`src/verilog/diefl_consts.svh`:
```
/*
  constants of the drive digital i/o, enable and fault block: register
  offsets, field positions, reset values, function codes and timing.
  assumes a 100 MHz system clock and a 32-bit avalon-mm register bus.
*/
`ifndef DIEFL_CONSTS_SVH
`define DIEFL_CONSTS_SVH

// ----------------------------------------------------------------------
// timing
// ----------------------------------------------------------------------
`define DIEFL_CLK_PERIOD_NS 10
`define DIEFL_FAST_UPD_NS   2000
`define DIEFL_SLOW_UPD_NS   250000

// ----------------------------------------------------------------------
// register byte offsets
// ----------------------------------------------------------------------
`define DIEFL_OFF_CTRL      6'h00
`define DIEFL_OFF_IN_CFG    6'h04
`define DIEFL_OFF_OUT_CFG   6'h08
`define DIEFL_OFF_SAVE      6'h0c
`define DIEFL_OFF_PIN_STAT  6'h10
`define DIEFL_OFF_IRQ_STAT  6'h14
`define DIEFL_OFF_IRQ_MASK  6'h18
`define DIEFL_OFF_LATCH     6'h1c

// ----------------------------------------------------------------------
// fields and reset values
// ----------------------------------------------------------------------
`define DIEFL_CTRL_SW_EN    0
`define DIEFL_CTRL_SW_PERM  1
`define DIEFL_CTRL_RLY_MODE 2
`define DIEFL_CTRL_FLT_CLR  3
`define DIEFL_SAVE_GO       0
`define DIEFL_CTRL_RST      3'h0
`define DIEFL_IN_CFG_RST    21'h000000
`define DIEFL_OUT_CFG_RST   6'h00
`define DIEFL_IRQ_RST       6'h00
`define DIEFL_FN_W          3

// ----------------------------------------------------------------------
// input function codes; codes with bit 2 set are active low
// ----------------------------------------------------------------------
`define DIEFL_FN_NONE       3'h0
`define DIEFL_FN_LATCH      3'h1
`define DIEFL_FN_GEAR       3'h2
`define DIEFL_FN_FLT_RESET  3'h3
`define DIEFL_FN_LOW_BIT    2

// ----------------------------------------------------------------------
// interrupt status bits
// ----------------------------------------------------------------------
`define DIEFL_IRQ_FAULT     0
`define DIEFL_IRQ_GATE_OFF  1
`define DIEFL_IRQ_LATCH     2
`define DIEFL_IRQ_HEAT      3
`define DIEFL_IRQ_REGEN     4
`define DIEFL_IRQ_SAFE_DROP 5

`endif

```
`src/verilog/diefl_pkg.sv`:
```
/*
  types of the drive digital i/o, enable and fault block.
  assumes diefl_consts.svh is on the include path.
*/
`include "diefl_consts.svh"

package diefl_pkg;
  typedef logic [5:0]                 diefl_addr_t;
  typedef logic [`DIEFL_FN_W-1:0]     diefl_func_t;
  typedef logic [5:0]                 diefl_irq_t;
  typedef enum logic [0:0] {DIEFL_IDLE, DIEFL_ACK} diefl_bus_t;
endpackage : diefl_pkg

```
`src/verilog/diefl_top.sv`:
```
/*
  drive digital i/o, enable gate and fault relay logic with an
  avalon-mm register slave.
  assumes asynchronous pin inputs, each passed through a two-stage
  synchroniser, and fault and warning lines from the drive.
*/
// How it works
// - two fast inputs sampled every 2 us
// - inputs three to seven sampled every 250 us
// - all inputs unassigned and inactive after reset
// - input eight fixed to enable, not assignable
// - assigned function sets each input's active level
// - input functions act only after save command
// - output stage needs high hardware enable input
// - no enable without safe torque off asserted
// - enable low forces output stage off
// - software enable anded in, may be permanent
// - output function acts only after save command
// - relay mode: no fault, or fault-free and enabled
// - heating limit and regen never touch relay
// - any fault opens relay and stops stage
`timescale 1ns/100ps
`include "diefl_consts.svh"

module diefl_top #(
  parameter int unsigned SLOW_CYC =
    `DIEFL_SLOW_UPD_NS / `DIEFL_CLK_PERIOD_NS
) (
  input  wire logic                SYS_CLK_I,
  input  wire logic                ARST_N_I,
  input  wire diefl_pkg::diefl_addr_t AVS_ADDRESS_I,
  input  wire logic                AVS_READ_I,
  input  wire logic                AVS_WRITE_I,
  input  wire logic [3:0]          AVS_BYTEENABLE_I,
  input  wire logic [31:0]         AVS_WRITEDATA_I,
  output logic      [31:0]         AVS_READDATA_O,
  output logic                     AVS_WAITREQUEST_O,
  input  wire logic [7:0]          DIN_I,
  input  wire logic                SAFE_TORQUE_OFF_INPUT_I,
  input  wire logic                FAULT_I,
  input  wire logic                CURRENT_HEATING_LIMIT_I,
  input  wire logic                REGEN_THRESHOLD_I,
  output logic      [1:0]          DOUT_O,
  output logic                     STAGE_EN_O,
  output logic                     FAULT_RELAY_O,
  output logic      [7:0]          FUNC_ACT_O,
  output logic                     IRQ_O
);
  import diefl_pkg::*;

  localparam int unsigned FAST_CYC =
    `DIEFL_FAST_UPD_NS / `DIEFL_CLK_PERIOD_NS;

  // ----------------------------------------------------------------------
  // synchronisers and update ticks
  // ----------------------------------------------------------------------
  logic [11:0] pins_s;
  logic        fast_tick;
  logic        slow_tick;

  diefl_sync #(.W(12)) u_sync (
    .clk_i   (SYS_CLK_I),
    .rst_n_i (ARST_N_I),
    .d_i     ({REGEN_THRESHOLD_I, CURRENT_HEATING_LIMIT_I, FAULT_I,
               SAFE_TORQUE_OFF_INPUT_I, DIN_I}),
    .q_o     (pins_s)
  );

  diefl_tick #(.CYC(FAST_CYC)) u_fast (
    .clk_i   (SYS_CLK_I),
    .rst_n_i (ARST_N_I),
    .tick_o  (fast_tick)
  );

  diefl_tick #(.CYC(SLOW_CYC)) u_slow (
    .clk_i   (SYS_CLK_I),
    .rst_n_i (ARST_N_I),
    .tick_o  (slow_tick)
  );

  wire [7:0] din_s   = pins_s[7:0];
  wire       safe_s  = pins_s[8];
  wire       fault_s = pins_s[9];
  wire       heat_s  = pins_s[10];
  wire       regen_s = pins_s[11];
  wire       en_s    = din_s[7];       // input eight: enable only

  // ----------------------------------------------------------------------
  // bus slave: one wait state, then the transfer completes
  // ----------------------------------------------------------------------
  diefl_bus_t  bus_q;
  logic [31:0] rdata_q;
  wire         req     = AVS_READ_I | AVS_WRITE_I;
  wire         in_ack  = (bus_q == DIEFL_ACK);
  wire         wr_take = AVS_WRITE_I & in_ack;
  wire [31:0]  wmask   = {{8{AVS_BYTEENABLE_I[3]}}, {8{AVS_BYTEENABLE_I[2]}},
                          {8{AVS_BYTEENABLE_I[1]}}, {8{AVS_BYTEENABLE_I[0]}}};
  wire [31:0]  wbits   = AVS_WRITEDATA_I & wmask;

  wire sel_ctrl  = (AVS_ADDRESS_I == `DIEFL_OFF_CTRL);
  wire sel_in    = (AVS_ADDRESS_I == `DIEFL_OFF_IN_CFG);
  wire sel_out   = (AVS_ADDRESS_I == `DIEFL_OFF_OUT_CFG);
  wire sel_save  = (AVS_ADDRESS_I == `DIEFL_OFF_SAVE);
  wire sel_stat  = (AVS_ADDRESS_I == `DIEFL_OFF_PIN_STAT);
  wire sel_irq   = (AVS_ADDRESS_I == `DIEFL_OFF_IRQ_STAT);
  wire sel_mask  = (AVS_ADDRESS_I == `DIEFL_OFF_IRQ_MASK);
  wire sel_latch = (AVS_ADDRESS_I == `DIEFL_OFF_LATCH);

  function automatic logic [31:0] merge(input logic [31:0] old_v,
                                        input logic [31:0] new_v,
                                        input logic [31:0] m);
    return (old_v & ~m) | (new_v & m);
  endfunction : merge

  always_ff @(posedge SYS_CLK_I or negedge ARST_N_I)
  begin
    if (!ARST_N_I)
      bus_q <= DIEFL_IDLE;
    else
    begin
      case (bus_q)
        DIEFL_IDLE: bus_q <= req ? DIEFL_ACK : DIEFL_IDLE;
        DIEFL_ACK:  bus_q <= DIEFL_IDLE;
        default:    bus_q <= DIEFL_IDLE;
      endcase
    end
  end

  assign AVS_WAITREQUEST_O = req & ~in_ack;
  assign AVS_READDATA_O    = rdata_q;

  // ----------------------------------------------------------------------
  // control and configuration registers
  // ----------------------------------------------------------------------
  logic [2:0]  ctrl_q;
  logic [20:0] in_pend_q;
  logic [20:0] in_act_q;
  logic [5:0]  out_pend_q;
  logic [5:0]  out_act_q;
  diefl_irq_t  irq_q;
  diefl_irq_t  mask_q;

  wire [31:0] ctrl_wv = merge({29'h0, ctrl_q}, AVS_WRITEDATA_I, wmask);
  wire [31:0] in_wv   = merge({11'h0, in_pend_q}, AVS_WRITEDATA_I, wmask);
  wire [31:0] out_wv  = merge({26'h0, out_pend_q}, AVS_WRITEDATA_I, wmask);
  wire [31:0] mask_wv = merge({26'h0, mask_q}, AVS_WRITEDATA_I, wmask);
  wire save_go = wr_take & sel_save & wbits[`DIEFL_SAVE_GO];
  wire flt_clr = wr_take & sel_ctrl & wbits[`DIEFL_CTRL_FLT_CLR];
  wire sw_en_eff = ctrl_q[`DIEFL_CTRL_SW_EN] | ctrl_q[`DIEFL_CTRL_SW_PERM];
  wire rly_mode  = ctrl_q[`DIEFL_CTRL_RLY_MODE];
  wire cfg_dirty = (in_pend_q != in_act_q) | (out_pend_q != out_act_q);

  always_ff @(posedge SYS_CLK_I or negedge ARST_N_I)
  begin
    if (!ARST_N_I)
    begin
      ctrl_q     <= `DIEFL_CTRL_RST;
      in_pend_q  <= `DIEFL_IN_CFG_RST;
      out_pend_q <= `DIEFL_OUT_CFG_RST;
      mask_q     <= `DIEFL_IRQ_RST;
    end
    else if (wr_take)
    begin
      if (sel_ctrl)
        ctrl_q <= ctrl_wv[2:0];
      if (sel_in)
        in_pend_q <= in_wv[20:0];  // only seven fields exist
      if (sel_out)
        out_pend_q <= out_wv[5:0];
      if (sel_mask)
        mask_q <= mask_wv[5:0];
    end
  end

  // pending settings become live only on an explicit save
  always_ff @(posedge SYS_CLK_I or negedge ARST_N_I)
  begin
    if (!ARST_N_I)
    begin
      in_act_q  <= `DIEFL_IN_CFG_RST;
      out_act_q <= `DIEFL_OUT_CFG_RST;
    end
    else if (save_go)
    begin
      in_act_q  <= in_pend_q;
      out_act_q <= out_pend_q;
    end
  end

  // ----------------------------------------------------------------------
  // input sampling and function decode
  // ----------------------------------------------------------------------
  logic [1:0]  fast_q;
  logic [4:0]  slow_q;
  logic [7:0]  func_q;
  logic [7:0]  func_d;
  logic [7:0]  hit [0:6];
  logic [6:0]  on;
  wire  [6:0]  lvl = {slow_q, fast_q};

  always_ff @(posedge SYS_CLK_I or negedge ARST_N_I)
  begin
    if (!ARST_N_I)
    begin
      fast_q <= 2'h0;
      slow_q <= 5'h00;
    end
    else
    begin
      if (fast_tick)
        fast_q <= din_s[1:0];
      if (slow_tick)
        slow_q <= din_s[6:2];
    end
  end

  genvar i;
  generate
    for (i = 0; i < 7; i++)
    begin : g_in
      wire diefl_func_t code = in_act_q[3*i +: 3];
      assign on[i]  = (code != `DIEFL_FN_NONE) &
                      (lvl[i] ^ code[`DIEFL_FN_LOW_BIT]);
      assign hit[i] = on[i] ? (8'h01 << code) : 8'h00;
    end
  endgenerate

  always_comb
  begin
    func_d = 8'h00;
    for (int k = 0; k < 7; k++)
      func_d = func_d | hit[k];
  end

  // latch only follows the fast pair; slow pins would blur the stamp
  wire [7:0] fast_hit  = hit[0] | hit[1];
  wire       latch_lvl = fast_hit[`DIEFL_FN_LATCH];

  // ----------------------------------------------------------------------
  // fault latch, enable gate and relay
  // ----------------------------------------------------------------------
  logic        fault_q;
  logic        gate_q;
  logic        relay_q;
  logic        latch_prev_q;
  logic [31:0] stamp_q;
  logic [31:0] latch_q;
  logic [2:0]  prev_q;

  wire reset_req = flt_clr | (func_d[`DIEFL_FN_FLT_RESET] &
                              ~func_q[`DIEFL_FN_FLT_RESET]);
  wire fault_any = fault_q | fault_s;
  wire gate_d    = en_s & safe_s & sw_en_eff
                   & ~fault_any;
  wire relay_d   = ~fault_any & (~rly_mode | gate_d);
  wire latch_ev  = latch_lvl & ~latch_prev_q;

  always_ff @(posedge SYS_CLK_I or negedge ARST_N_I)
  begin
    if (!ARST_N_I)
    begin
      fault_q      <= 1'b0;
      gate_q       <= 1'b0;
      relay_q      <= 1'b0;
      func_q       <= 8'h00;
      latch_prev_q <= 1'b0;
      prev_q       <= 3'h0;
    end
    else
    begin
      // a new fault wins over a clear in the same cycle
      fault_q      <= fault_s | (fault_q & ~reset_req);
      gate_q       <= gate_d;
      relay_q      <= relay_d;
      func_q       <= func_d;
      latch_prev_q <= latch_lvl;
      prev_q       <= {safe_s, regen_s, heat_s};
    end
  end

  always_ff @(posedge SYS_CLK_I or negedge ARST_N_I)
  begin
    if (!ARST_N_I)
    begin
      stamp_q <= 32'h0000_0000;
      latch_q <= 32'h0000_0000;
    end
    else
    begin
      if (fast_tick)
        stamp_q <= stamp_q + 32'h0000_0001;
      if (latch_ev)
        latch_q <= stamp_q;
    end
  end

  // ----------------------------------------------------------------------
  // programmable outputs
  // ----------------------------------------------------------------------
  logic [1:0] dout_q;
  logic [1:0] dout_sel;
  wire  [7:0] osrc = {en_s, safe_s, regen_s, heat_s,
                      relay_q, gate_q, ~fault_q, 1'b0};

  genvar j;
  generate
    for (j = 0; j < 2; j++)
    begin : g_out
      assign dout_sel[j] = osrc[out_act_q[3*j +: 3]];
    end
  endgenerate

  always_ff @(posedge SYS_CLK_I or negedge ARST_N_I)
  begin
    if (!ARST_N_I)
      dout_q <= 2'h0;
    else if (slow_tick)
      dout_q <= dout_sel;
  end

  // ----------------------------------------------------------------------
  // interrupts and read mux
  // ----------------------------------------------------------------------
  wire [5:0] ev = {~safe_s & prev_q[2], regen_s & ~prev_q[1],
                   heat_s & ~prev_q[0], latch_ev,
                   gate_q & ~gate_d, fault_s & ~fault_q};
  wire [5:0] w1c = (wr_take & sel_irq) ? wbits[5:0] : 6'h00;

  always_ff @(posedge SYS_CLK_I or negedge ARST_N_I)
  begin
    if (!ARST_N_I)
      irq_q <= `DIEFL_IRQ_RST;
    else
      irq_q <= (irq_q & ~w1c) | ev;
  end

  wire [31:0] stat_v = {9'h000, lvl, regen_s, heat_s, cfg_dirty, fault_q,
                        relay_q, gate_q, dout_q, din_s};
  wire [31:0] rd_mux =
    sel_ctrl  ? {29'h0, ctrl_q}     :
    sel_in    ? {11'h0, in_pend_q}  :
    sel_out   ? {26'h0, out_pend_q} :
    sel_save  ? {31'h0, cfg_dirty}  :
    sel_stat  ? stat_v              :
    sel_irq   ? {26'h0, irq_q}      :
    sel_mask  ? {26'h0, mask_q}     :
    sel_latch ? latch_q             : 32'h0000_0000;

  always_ff @(posedge SYS_CLK_I or negedge ARST_N_I)
  begin
    if (!ARST_N_I)
      rdata_q <= 32'h0000_0000;
    else if (AVS_READ_I & ~in_ack)
      rdata_q <= rd_mux;
  end

  assign IRQ_O         = |(irq_q & mask_q);
  assign DOUT_O        = dout_q;
  assign STAGE_EN_O    = gate_q;
  assign FAULT_RELAY_O = relay_q;
  assign FUNC_ACT_O    = func_q;

  logic saved_q;
  always_ff @(posedge SYS_CLK_I or negedge ARST_N_I)
  begin
    if (!ARST_N_I)
      saved_q <= 1'b0;
    else if (save_go)
      saved_q <= 1'b1;
  end
endmodule : diefl_top

```
`src/verilog/diefl_sync.sv`:
```
/*
  two-stage synchroniser for a vector of unrelated level inputs.
  assumes each bit is a slow level; no bus coherency across bits.
*/
`timescale 1ns/100ps

module diefl_sync #(
  parameter int unsigned W = 1
) (
  input  wire logic         clk_i,
  input  wire logic         rst_n_i,
  input  wire logic [W-1:0] d_i,
  output logic      [W-1:0] q_o
);
  logic [W-1:0] meta_q;

  genvar b;
  generate
    for (b = 0; b < W; b++)
    begin : g_bit
      always_ff @(posedge clk_i or negedge rst_n_i)
      begin
        if (!rst_n_i)
        begin
          meta_q[b] <= 1'b0;
          q_o[b]    <= 1'b0;
        end
        else
        begin
          meta_q[b] <= d_i[b];
          q_o[b]    <= meta_q[b];
        end
      end
    end
  endgenerate
endmodule : diefl_sync

```
`src/verilog/diefl_tick.sv`:
```
/*
  free-running divider giving one-cycle tick every CYC clocks.
  assumes CYC of at least 1.
*/
`timescale 1ns/100ps

module diefl_tick #(
  parameter int unsigned CYC = 2
) (
  input  wire logic clk_i,
  input  wire logic rst_n_i,
  output logic      tick_o
);
  localparam int unsigned CW = (CYC > 1) ? $clog2(CYC) : 1;

  logic [CW-1:0] cnt_q;
  wire           wrap = (cnt_q == CW'(CYC - 1));

  always_ff @(posedge clk_i or negedge rst_n_i)
  begin
    if (!rst_n_i)
    begin
      cnt_q  <= '0;
      tick_o <= 1'b0;
    end
    else
    begin
      cnt_q  <= wrap ? '0 : cnt_q + 1'b1;
      tick_o <= wrap;
    end
  end
endmodule : diefl_tick

```
`config.mk`:
```
export PLATFORM = sky130hd
export DESIGN_NAME = diefl_top
export DESIGN_NICKNAME = d
export VERILOG_FILES = /design/src/verilog/diefl_pkg.sv /design/src/verilog/diefl_top.sv /design/src/verilog/diefl_sync.sv /design/src/verilog/diefl_tick.sv
export VERILOG_INCLUDE_DIRS = /design/src /design/src/verilog
export SDC_FILE = /design/constraint.sdc
export NUM_CORES = 1
export LEC_CHECK = 0
export BUFFER_PORTS_ARGS = -buffer_cell sky130_fd_sc_hd__buf_4
export CAP_MARGIN = 20
export CELL_PAD_IN_SITES_DETAIL_PLACEMENT = 2
export CELL_PAD_IN_SITES_GLOBAL_PLACEMENT = 2
export CORE_ASPECT_RATIO = 0.8
export CORE_MARGIN = 2
export CORE_UTILIZATION = 43
export CTS_CLUSTER_DIAMETER = 120
export CTS_CLUSTER_SIZE = 24
export DETAILED_ROUTE_END_ITERATION = 12
export GPL_TIMING_DRIVEN = 0
export PLACE_DENSITY_LB_ADDON = 0.1
export REMOVE_ABC_BUFFERS = 1
export SYNTH_ARGS = -nofsm -noshare
export SYNTH_HDL_FRONTEND = slang
export SYNTH_HIERARCHICAL = 1
export SYNTH_SLANG_ARGS = --single-unit
```
`constraint.sdc`:
```
create_clock -name SYS_CLK_I -period 4.89 [get_ports SYS_CLK_I]
set_input_delay 0.978 -clock SYS_CLK_I [delete_from_list [all_inputs] [get_ports SYS_CLK_I]]
set_output_delay 0.978 -clock SYS_CLK_I [all_outputs]
set_load 0.02 [all_outputs]
```
==> results of run 1 <==
-- kinds of logic after synthesis --
kind of cell,count (synthesis),synth area share
buf+inv,50,0.0203
fa+ha+maj,3,0.00357
other cells,1,0.000356
simple gates,261,0.137
flops,239,0.568
compound gates,128,0.0815
mux,113,0.129
xor+xnor,71,0.0591
-- final timing paths --
kind | startpoint | end | slack, ns
max | AVS_ADDRESS_I[1] | AVS_READDATA_O[17] | 2.04
min | u_sync/meta_q[9] | u_sync/q_o[9] | 0.36
max reg2reg | bus_q | AVS_READDATA_O[17] | 2.32
min reg2reg | u_sync/meta_q[9] | u_sync/q_o[9] | 0.36
max in group asynchronous | ARST_N_I | asynchronous set/reset pin | 3.26
min in group asynchronous | ARST_N_I | AVS_READDATA_O[31] | 0.54
-- per-layer routing --
layer | part of all wire | global-route usage
met5 | 0.00042 | 0
met4 | 0.021 | 0.0561
met3 | 0.041 | 0.0299
met2 | 0.47 | 0.403
met1 | 0.47 | 0.365
-- synthesized netlist by cell type (19+ instances only) --
cell type / n / share of area
o21ai_0: 29 / 0.014
a21oi_1: 19 / 0.0090
xnor2_1: 37 / 0.031
nor2_1: 24 / 0.0086
dfrtp_1: 239 / 0.57
mux2_2: 104 / 0.11
nand4_1: 19 / 0.011
clkbuf_1: 19 / 0.0068
nand3_1: 37 / 0.018
a22oi_1: 34 / 0.024
nand2_1: 76 / 0.027
xor2_1: 34 / 0.028
-- report_power, final --
| part | switching (mW) | total, mW | internal (mW) |
|---|---|---|---|
| Sequential | 0.0387 | 2.04 | 2.01 |
| Clock | 0.631 | 1.11 | 0.484 |
| Combinational | 0.130 | 0.204 | 0.0745 |
| Total | 0.799 | 3.36 | 2.56 |
-- placed cells by master (no fill, tap or decap), drive strengths merged, types with 12 or more instances in the layout --
cell	Yosys	layout
nand2	76	76
o21ai	30	30
mux2	104	104
and3	12	12
nand4	22	22
xnor2	37	37
dfrtp	239	239
nor2	26	26
nor3	14	14
a21oi	19	19
nor4	17	17
nand3	37	37
buf	17	97
clkbuf	21	14
nor2b	13	13
xor2	34	34
inv	12	12
nand2b	16	16
a22oi	34	34
-- area by class of cell --
type | instances | area, µm² | area share
multi-input cells | 577 | 4350 | 0.365
flip-flops and latches | 239 | 5980 | 0.502
clock buffers | 14 | 329 | 0.0276
repair buffers | 97 | 817 | 0.0686
well taps | 318 | 398 | 0.0334
inverters | 12 | 45.0 | 0.00378
-- per-stage QoR --
stage	util	hold WS [ns]	setup slack [ns]
finish	0.493	0.358	2.04
floorplan	-	0.331	2.11
CTS	0.491	0.360	1.67
detailed placement	0.478	0.338	1.19
global placement	0.473	0.333	0.930
global route	0.493	0.371	1.98
==> metrics.csv, run 1 <==
stage,metric,value,unit
placement,Port Buf Inserts,91,
layout,fin area,11900,µm²
power_and_ir_drop,pwr dens,282,nW/µm²
sta,crit share post-route,0.582,
flow_run,MaxCap Viol Count,0,
clocking,Num Clock Sinks,239,
critical_path,CP cell instances,buf_4 -> or4_1 -> nor2_4 -> and3_1 -> a22oi_1 -> o21ai_0,
power_and_ir_drop,Final Total Pwr,3.36,mW
yosys,Post-Syn Area per Cell,12.2,µm²
layout,antenna diode count,0,
clocking,root buf cell,clkbuf_16,
clocking,CTS Hold Bufs,0,
min_path,worst hold path class,reg -> reg,
critical_path,type of the worst setup path,in -> reg,
layout,Layout fillers,2352,
yosys,ys async rst share,1.00,
sta,Slew HR,0.343,
layout,P&R area growth vs syn,13.2,%
floorplanning,io pins,104,
detailed_routing,vias per cell,5.84,
sta,sum of negative setup slack,0,ns
placement,DP Wirelength,22800,µm
sta,upper clock frequency limit,351,MHz
critical_path,Critical Path End Type,flop,
global_routing,initial antenna violation count,1,
critical_path,crit path buf inv count,1,
sta,"Slew Viols, Final",0,
critical_path,slowest CP cell,or4_1,
sta,Least-Margin Pin Slew,0.976,ns
floorplanning,Rows,51,
detailed_routing,Detail Route Antenna Nets,0,
critical_path,"slowest stage delay, CP",0.78,ns
clocking,H-tree Lvls,1,
critical_path,CP startpoint kind,primary input,
power_and_ir_drop,Leakage,5.59,nW
power_and_ir_drop,VDD IR max,214,µV
clocking,Clock Tree Buf Depth,3,
clocking,TritonCTS clock tree,built,
placement,gpl congestion,0.850,
yosys,Synth Register Bits,239,
placement,placed cell areas,11600,µm²
yosys,Yosys warning count,6,
min_path,WHS Path Cells,0,
yosys,Main synth FF type,dfrtp_1,
yosys,count of cell types in the netlist,66,
clocking,setup bufs post-CTS,0,
floorplanning,Die Area,25700,µm²
critical_path,CP required,5.26,ns
global_routing,first-pass GRT wire length,48600,µm
detailed_routing,DR iter-0 viols,439,
outcome,status,"complete, no violations",
floorplanning,Initial Utilization,0.435,
floorplanning,DIE WIDTH,179,µm
clocking,"Clk pin slew, worst setup/hold paths",0.10,ns
clocking,Num CTS Buffers,13,
global_routing,largest net degree at the start of global routing,125,
sta,unrepaired setup endpoints after global routing,no,
critical_path,Crit path depth,6,
detailed_routing,Avg WL per Cell,24.8,µm
yosys,"Seq/Total Area, Yosys",0.568,
yosys,number of synthesized flops with an enable pin,0,
critical_path,Critical Path Fanout Max,15,
detailed_routing,remaining routing DRC violations,0,
detailed_routing,DRT Pass-1 Iters,5,
sta,Final min period,2.85,ns
sta,Clock Skew,0.0192,ns
yosys,Post-Synthesis Cell Area,10500,µm²
detailed_routing,final WL,31100,µm
critical_path,Crit path max-delay family,simple AND/OR/NAND/NOR gates,
sta,final hold violations,0,
layout,post-route insts no fill,1257,
layout,layout cells sized above 1,0.253,
sta,final count of negative-setup-slack endpoints,0,
layout,nets,1001,
global_routing,total grt overflow,0,
placement,placed instance count,1241,
global_routing,GR Util All Layers,0.251,
yosys,Mapped Cells,866,
critical_path,data arrival time of the critical path,3.21,ns
floorplanning,Core ar.,24200,µm²
critical_path,Reg2Reg Depth,4,
clocking,Post-CTS Resized,0,
global_routing,vias in the first global route,8070,
detailed_routing,vias,7342,
clocking,clock latency on the worst-skew pair,0.48,ns
floorplanning,DIE HEIGHT,144,µm
No activity file was read; power rests on OpenSTA's default activity.
==> inputs of run 2 (changes only) <==
Settings changed: ABC_AREA from default to 1, CORE_UTILIZATION 43 to 36.
Clock period 4.89 ns to 2.75 ns, I/O delays scaled along.
==> metrics.csv, run 2 <==
stage,metric,value,unit,change
yosys,Mapped Cells,1245,,+44%
detailed_routing,wire length on met2,16100,µm,+11%
yosys,"Seq/Total Area, Yosys",0.550,,-0.0184
sta,Setup WS post-layout,0.276,ns,-1.77 ns
sta,upper clock frequency limit,404,MHz,
yosys,ys async rst share,1.00,,unchanged
critical_path,CP startpoint kind,primary input,,
sta,final hold violations,0,,unchanged
detailed_routing,remaining routing DRC violations,0,,unchanged
yosys,Synth Register Bits,239,,unchanged
clocking,root buf cell,clkbuf_16,,
layout,Layout fillers,3335,,+42%
clocking,setup bufs post-CTS,0,,unchanged
layout,nets,1389,,+39%
layout,P&R area growth vs syn,14.2,%,
sta,crit share post-route,0.900,,
sta,Final min period,2.47,ns,
sta,"Slew Viols, Final",0,,unchanged
floorplanning,Die Area,31600,µm²,+23%
clocking,H-tree Lvls,1,,unchanged
global_routing,total grt overflow,0,,unchanged
power_and_ir_drop,VDD IR max,388,µV,+82%
critical_path,Critical Path End Type,flop,,
layout,most frequent cells in the layout,"nand2_1 (272), dfrtp_1 (239), inv_1 (154)",,
yosys,count of cell types in the netlist,48,,-27%
outcome,status,"complete, no violations",,
detailed_routing,vias per cell,5.06,,-13%
yosys,Post-Syn Area per Cell,8.73,µm²,-28%
floorplanning,Rows,56,,+9.8%
yosys,number of synthesized flops with an enable pin,0,,unchanged
power_and_ir_drop,Leakage,5.83,nW,+4.2%
sta,unrepaired setup endpoints after global routing,no,,
yosys,Post-Synthesis Cell Area,10900,µm²,+3.3%
layout,"commonest non-fill, non-tap cell in the layout",nand2_1,,
detailed_routing,final WL,34800,µm,+12%
yosys,Main synth FF type,dfrtp_1,,
floorplanning,DIE WIDTH,198,µm,+11%
flow_run,MaxCap Viol Count,0,,unchanged
clocking,TritonCTS clock tree,built,,
sta,Least-Margin Pin Slew,0.951,ns,-0.0253 ns
clocking,"Clk pin slew, worst setup/hold paths",0.10,ns,about the same
sta,Clock Skew,0.0323,ns,+0.0132 ns
floorplanning,DIE HEIGHT,159,µm,+11%
floorplanning,io pins,104,,unchanged
detailed_routing,DR iter-0 viols,384,,-13%
critical_path,data arrival time of the critical path,2.84,ns,-0.37 ns
yosys,cell taking the most area after synthesis,dfrtp_1,,
global_routing,initial antenna violation count,0,,-1
layout,layout cells sized above 1,0.132,,-0.122
placement,DP Wirelength,26900,µm,+18%
sta,Slew HR,0.364,,+0.0206
power_and_ir_drop,Final Total Pwr,6.16,mW,+83%
yosys,top post-synthesis cells by count,"nand2_1 (274), dfrtp_1 (239), inv_1 (154)",,
floorplanning,Core ar.,29500,µm²,+22%
yosys,Yosys warning count,6,,unchanged
yosys,top-count cell post-synth,nand2_1,,
placement,gpl congestion,0.831,,-2.2%
detailed_routing,Avg WL per Cell,20.0,µm,-19%
detailed_routing,DRT Pass-1 Iters,4,,-1
yosys,Synth top area share,0.550,,-0.0184
detailed_routing,Highest Signal Layer,met4,,
detailed_routing,Metal-1 WL,17000,µm,+16%
clocking,clock latency on the worst-skew pair,0.49,ns,about the same
placement,Placement Setup Slack,-0.342,ns,-1.53 ns
placement,Port Buf Inserts,91,,unchanged
layout,post-route insts no fill,1734,,+38%
detailed_routing,vias,8781,,+20%
critical_path,CP required,3.12,ns,-2.14 ns
clocking,Num Clock Sinks,239,,unchanged
sta,final count of negative-setup-slack endpoints,0,,unchanged
global_routing,largest net degree at the start of global routing,118,,-5.6%
min_path,worst hold path class,in -> reg,,
floorplanning,Initial Utilization,0.369,,-0.0665
global_routing,vias in the first global route,9548,,+18%
yosys,Area contributors post-synth,"dfrtp_1 (55%), nand2_1 (9.5%), o21ai_0 (5.6%), inv_1 (5.3%), nor2_1 (4.3%)",,
sta,WHS,0.176,ns,-0.182 ns
detailed_routing,Detail Route Antenna Nets,0,,unchanged
detailed_routing,DR WL met3,1110,µm,-14%
clocking,Clock Tree Buf Depth,3,,unchanged
placement,placed instance count,1718,,+38%
critical_path,Critical Path Fanout Max,16,,+1
power_and_ir_drop,pwr dens,496,nW/µm²,+76%
clocking,Num CTS Buffers,13,,unchanged
global_routing,first-pass GRT wire length,55300,µm,+14%
global_routing,GR Util All Layers,0.226,,-0.0246
critical_path,type of the worst setup path,in -> reg,,
layout,Final Util,0.421,,-0.0717
## run 2: cell count changes after synthesis, moves of 16 or more
cell and change:
nor2_1 +101, inv_1 +142, a21oi_1 +19, mux2_2 -101, a22oi_1 -25, o21ai_0 +93
xnor2_1 -19, nand2b_1 -16, nand2_1 +198
## run 2: path summary, 6_finish.rpt
path / start / end / slack [ns] / cells past startpoint
worst max-delay path: AVS_ADDRESS_I[1] / flop / 0.28 / 9
worst min-delay path: DIN_I[7] / u_sync/meta_q[7] / 0.18 / 1
worst max register to register: bus_q / in_act_q[2] / 0.53 / 4
worst min register to register: u_sync/meta_q[2] / u_sync/q_o[2] / 0.34 / 0
max in group asynchronous: ARST_N_I / in_act_q[8] / 0.94 / 4
min in group asynchronous: ARST_N_I / u_fast/cnt_q[1] / 0.50 / 2
## run 2: cell type report
type                    instances  area [µm²]  share of cell area
multi-input cells             817        4180               0.336
clock buffers                  14         329              0.0265
flip-flops and latches        239        5980               0.482
well taps                     406         508              0.0409
repair buffers                 97         818              0.0659
diodes                          1        2.50            0.000202
inverters                     160         601              0.0484
## run 2: metal layers
layer  global-route usage  up-vias
met3               0.0294       27
met2                0.364      100
met4               0.0349        0
met1                0.331     4487
met5                    0        -
li1                     -     4167
## run 2: metrics by stage
| stage | cell area, µm² | setup TNS, ns |
|---|---|---|
| after floorplan | 10700 | 0 |
| after global placement | 11900 | -236.93 |
| after detailed placement | 12100 | -3.42 |
| after CTS | 12400 | 0 |
| after global routing | 12400 | 0 |
| final | 12400 | 0 |
## run 2: logic make-up (layout without fill, tap and decap cells)
logic type,after synthesis,after routing,share of synthesized area
AO/OA/AOI/OAI,227,227,0.120
adder cells (fa/ha/maj),3,3,0.00345
XOR/XNOR,54,54,0.0435
multiplexers,3,3,0.00311
other,1,2,0.000345
flip-flops,239,239,0.550
buffers and inverters,189,271,0.0667
AND/OR/NAND/NOR,529,529,0.213
## run 2: report_power, final
part / internal, mW / leakage (nW) / switching [mW]
Clock: 0.861 / 0.161 / 1.16
Combinational: 0.158 / 2.60 / 0.298
Sequential: 3.60 / 3.07 / 0.0881
Total: 4.62 / 5.83 / 1.55
## run 2: repair_timing
action	4_1_cts	5_1_grt
hold buffers	1	0
endpoints found under the hold margin	28	0
endpoints found under the setup margin	0	1
resized for setup	0	1
## run 2: worst max-delay path: stages
cell and delay, ns:
buf_4 0.11, nor2_2 0.20, nand2_1 0.16, nor3_4 0.66, inv_2 0.20, nor2_2 0.32, nand2_2 0.33, nor2_1 0.25
a21oi_2 0.04
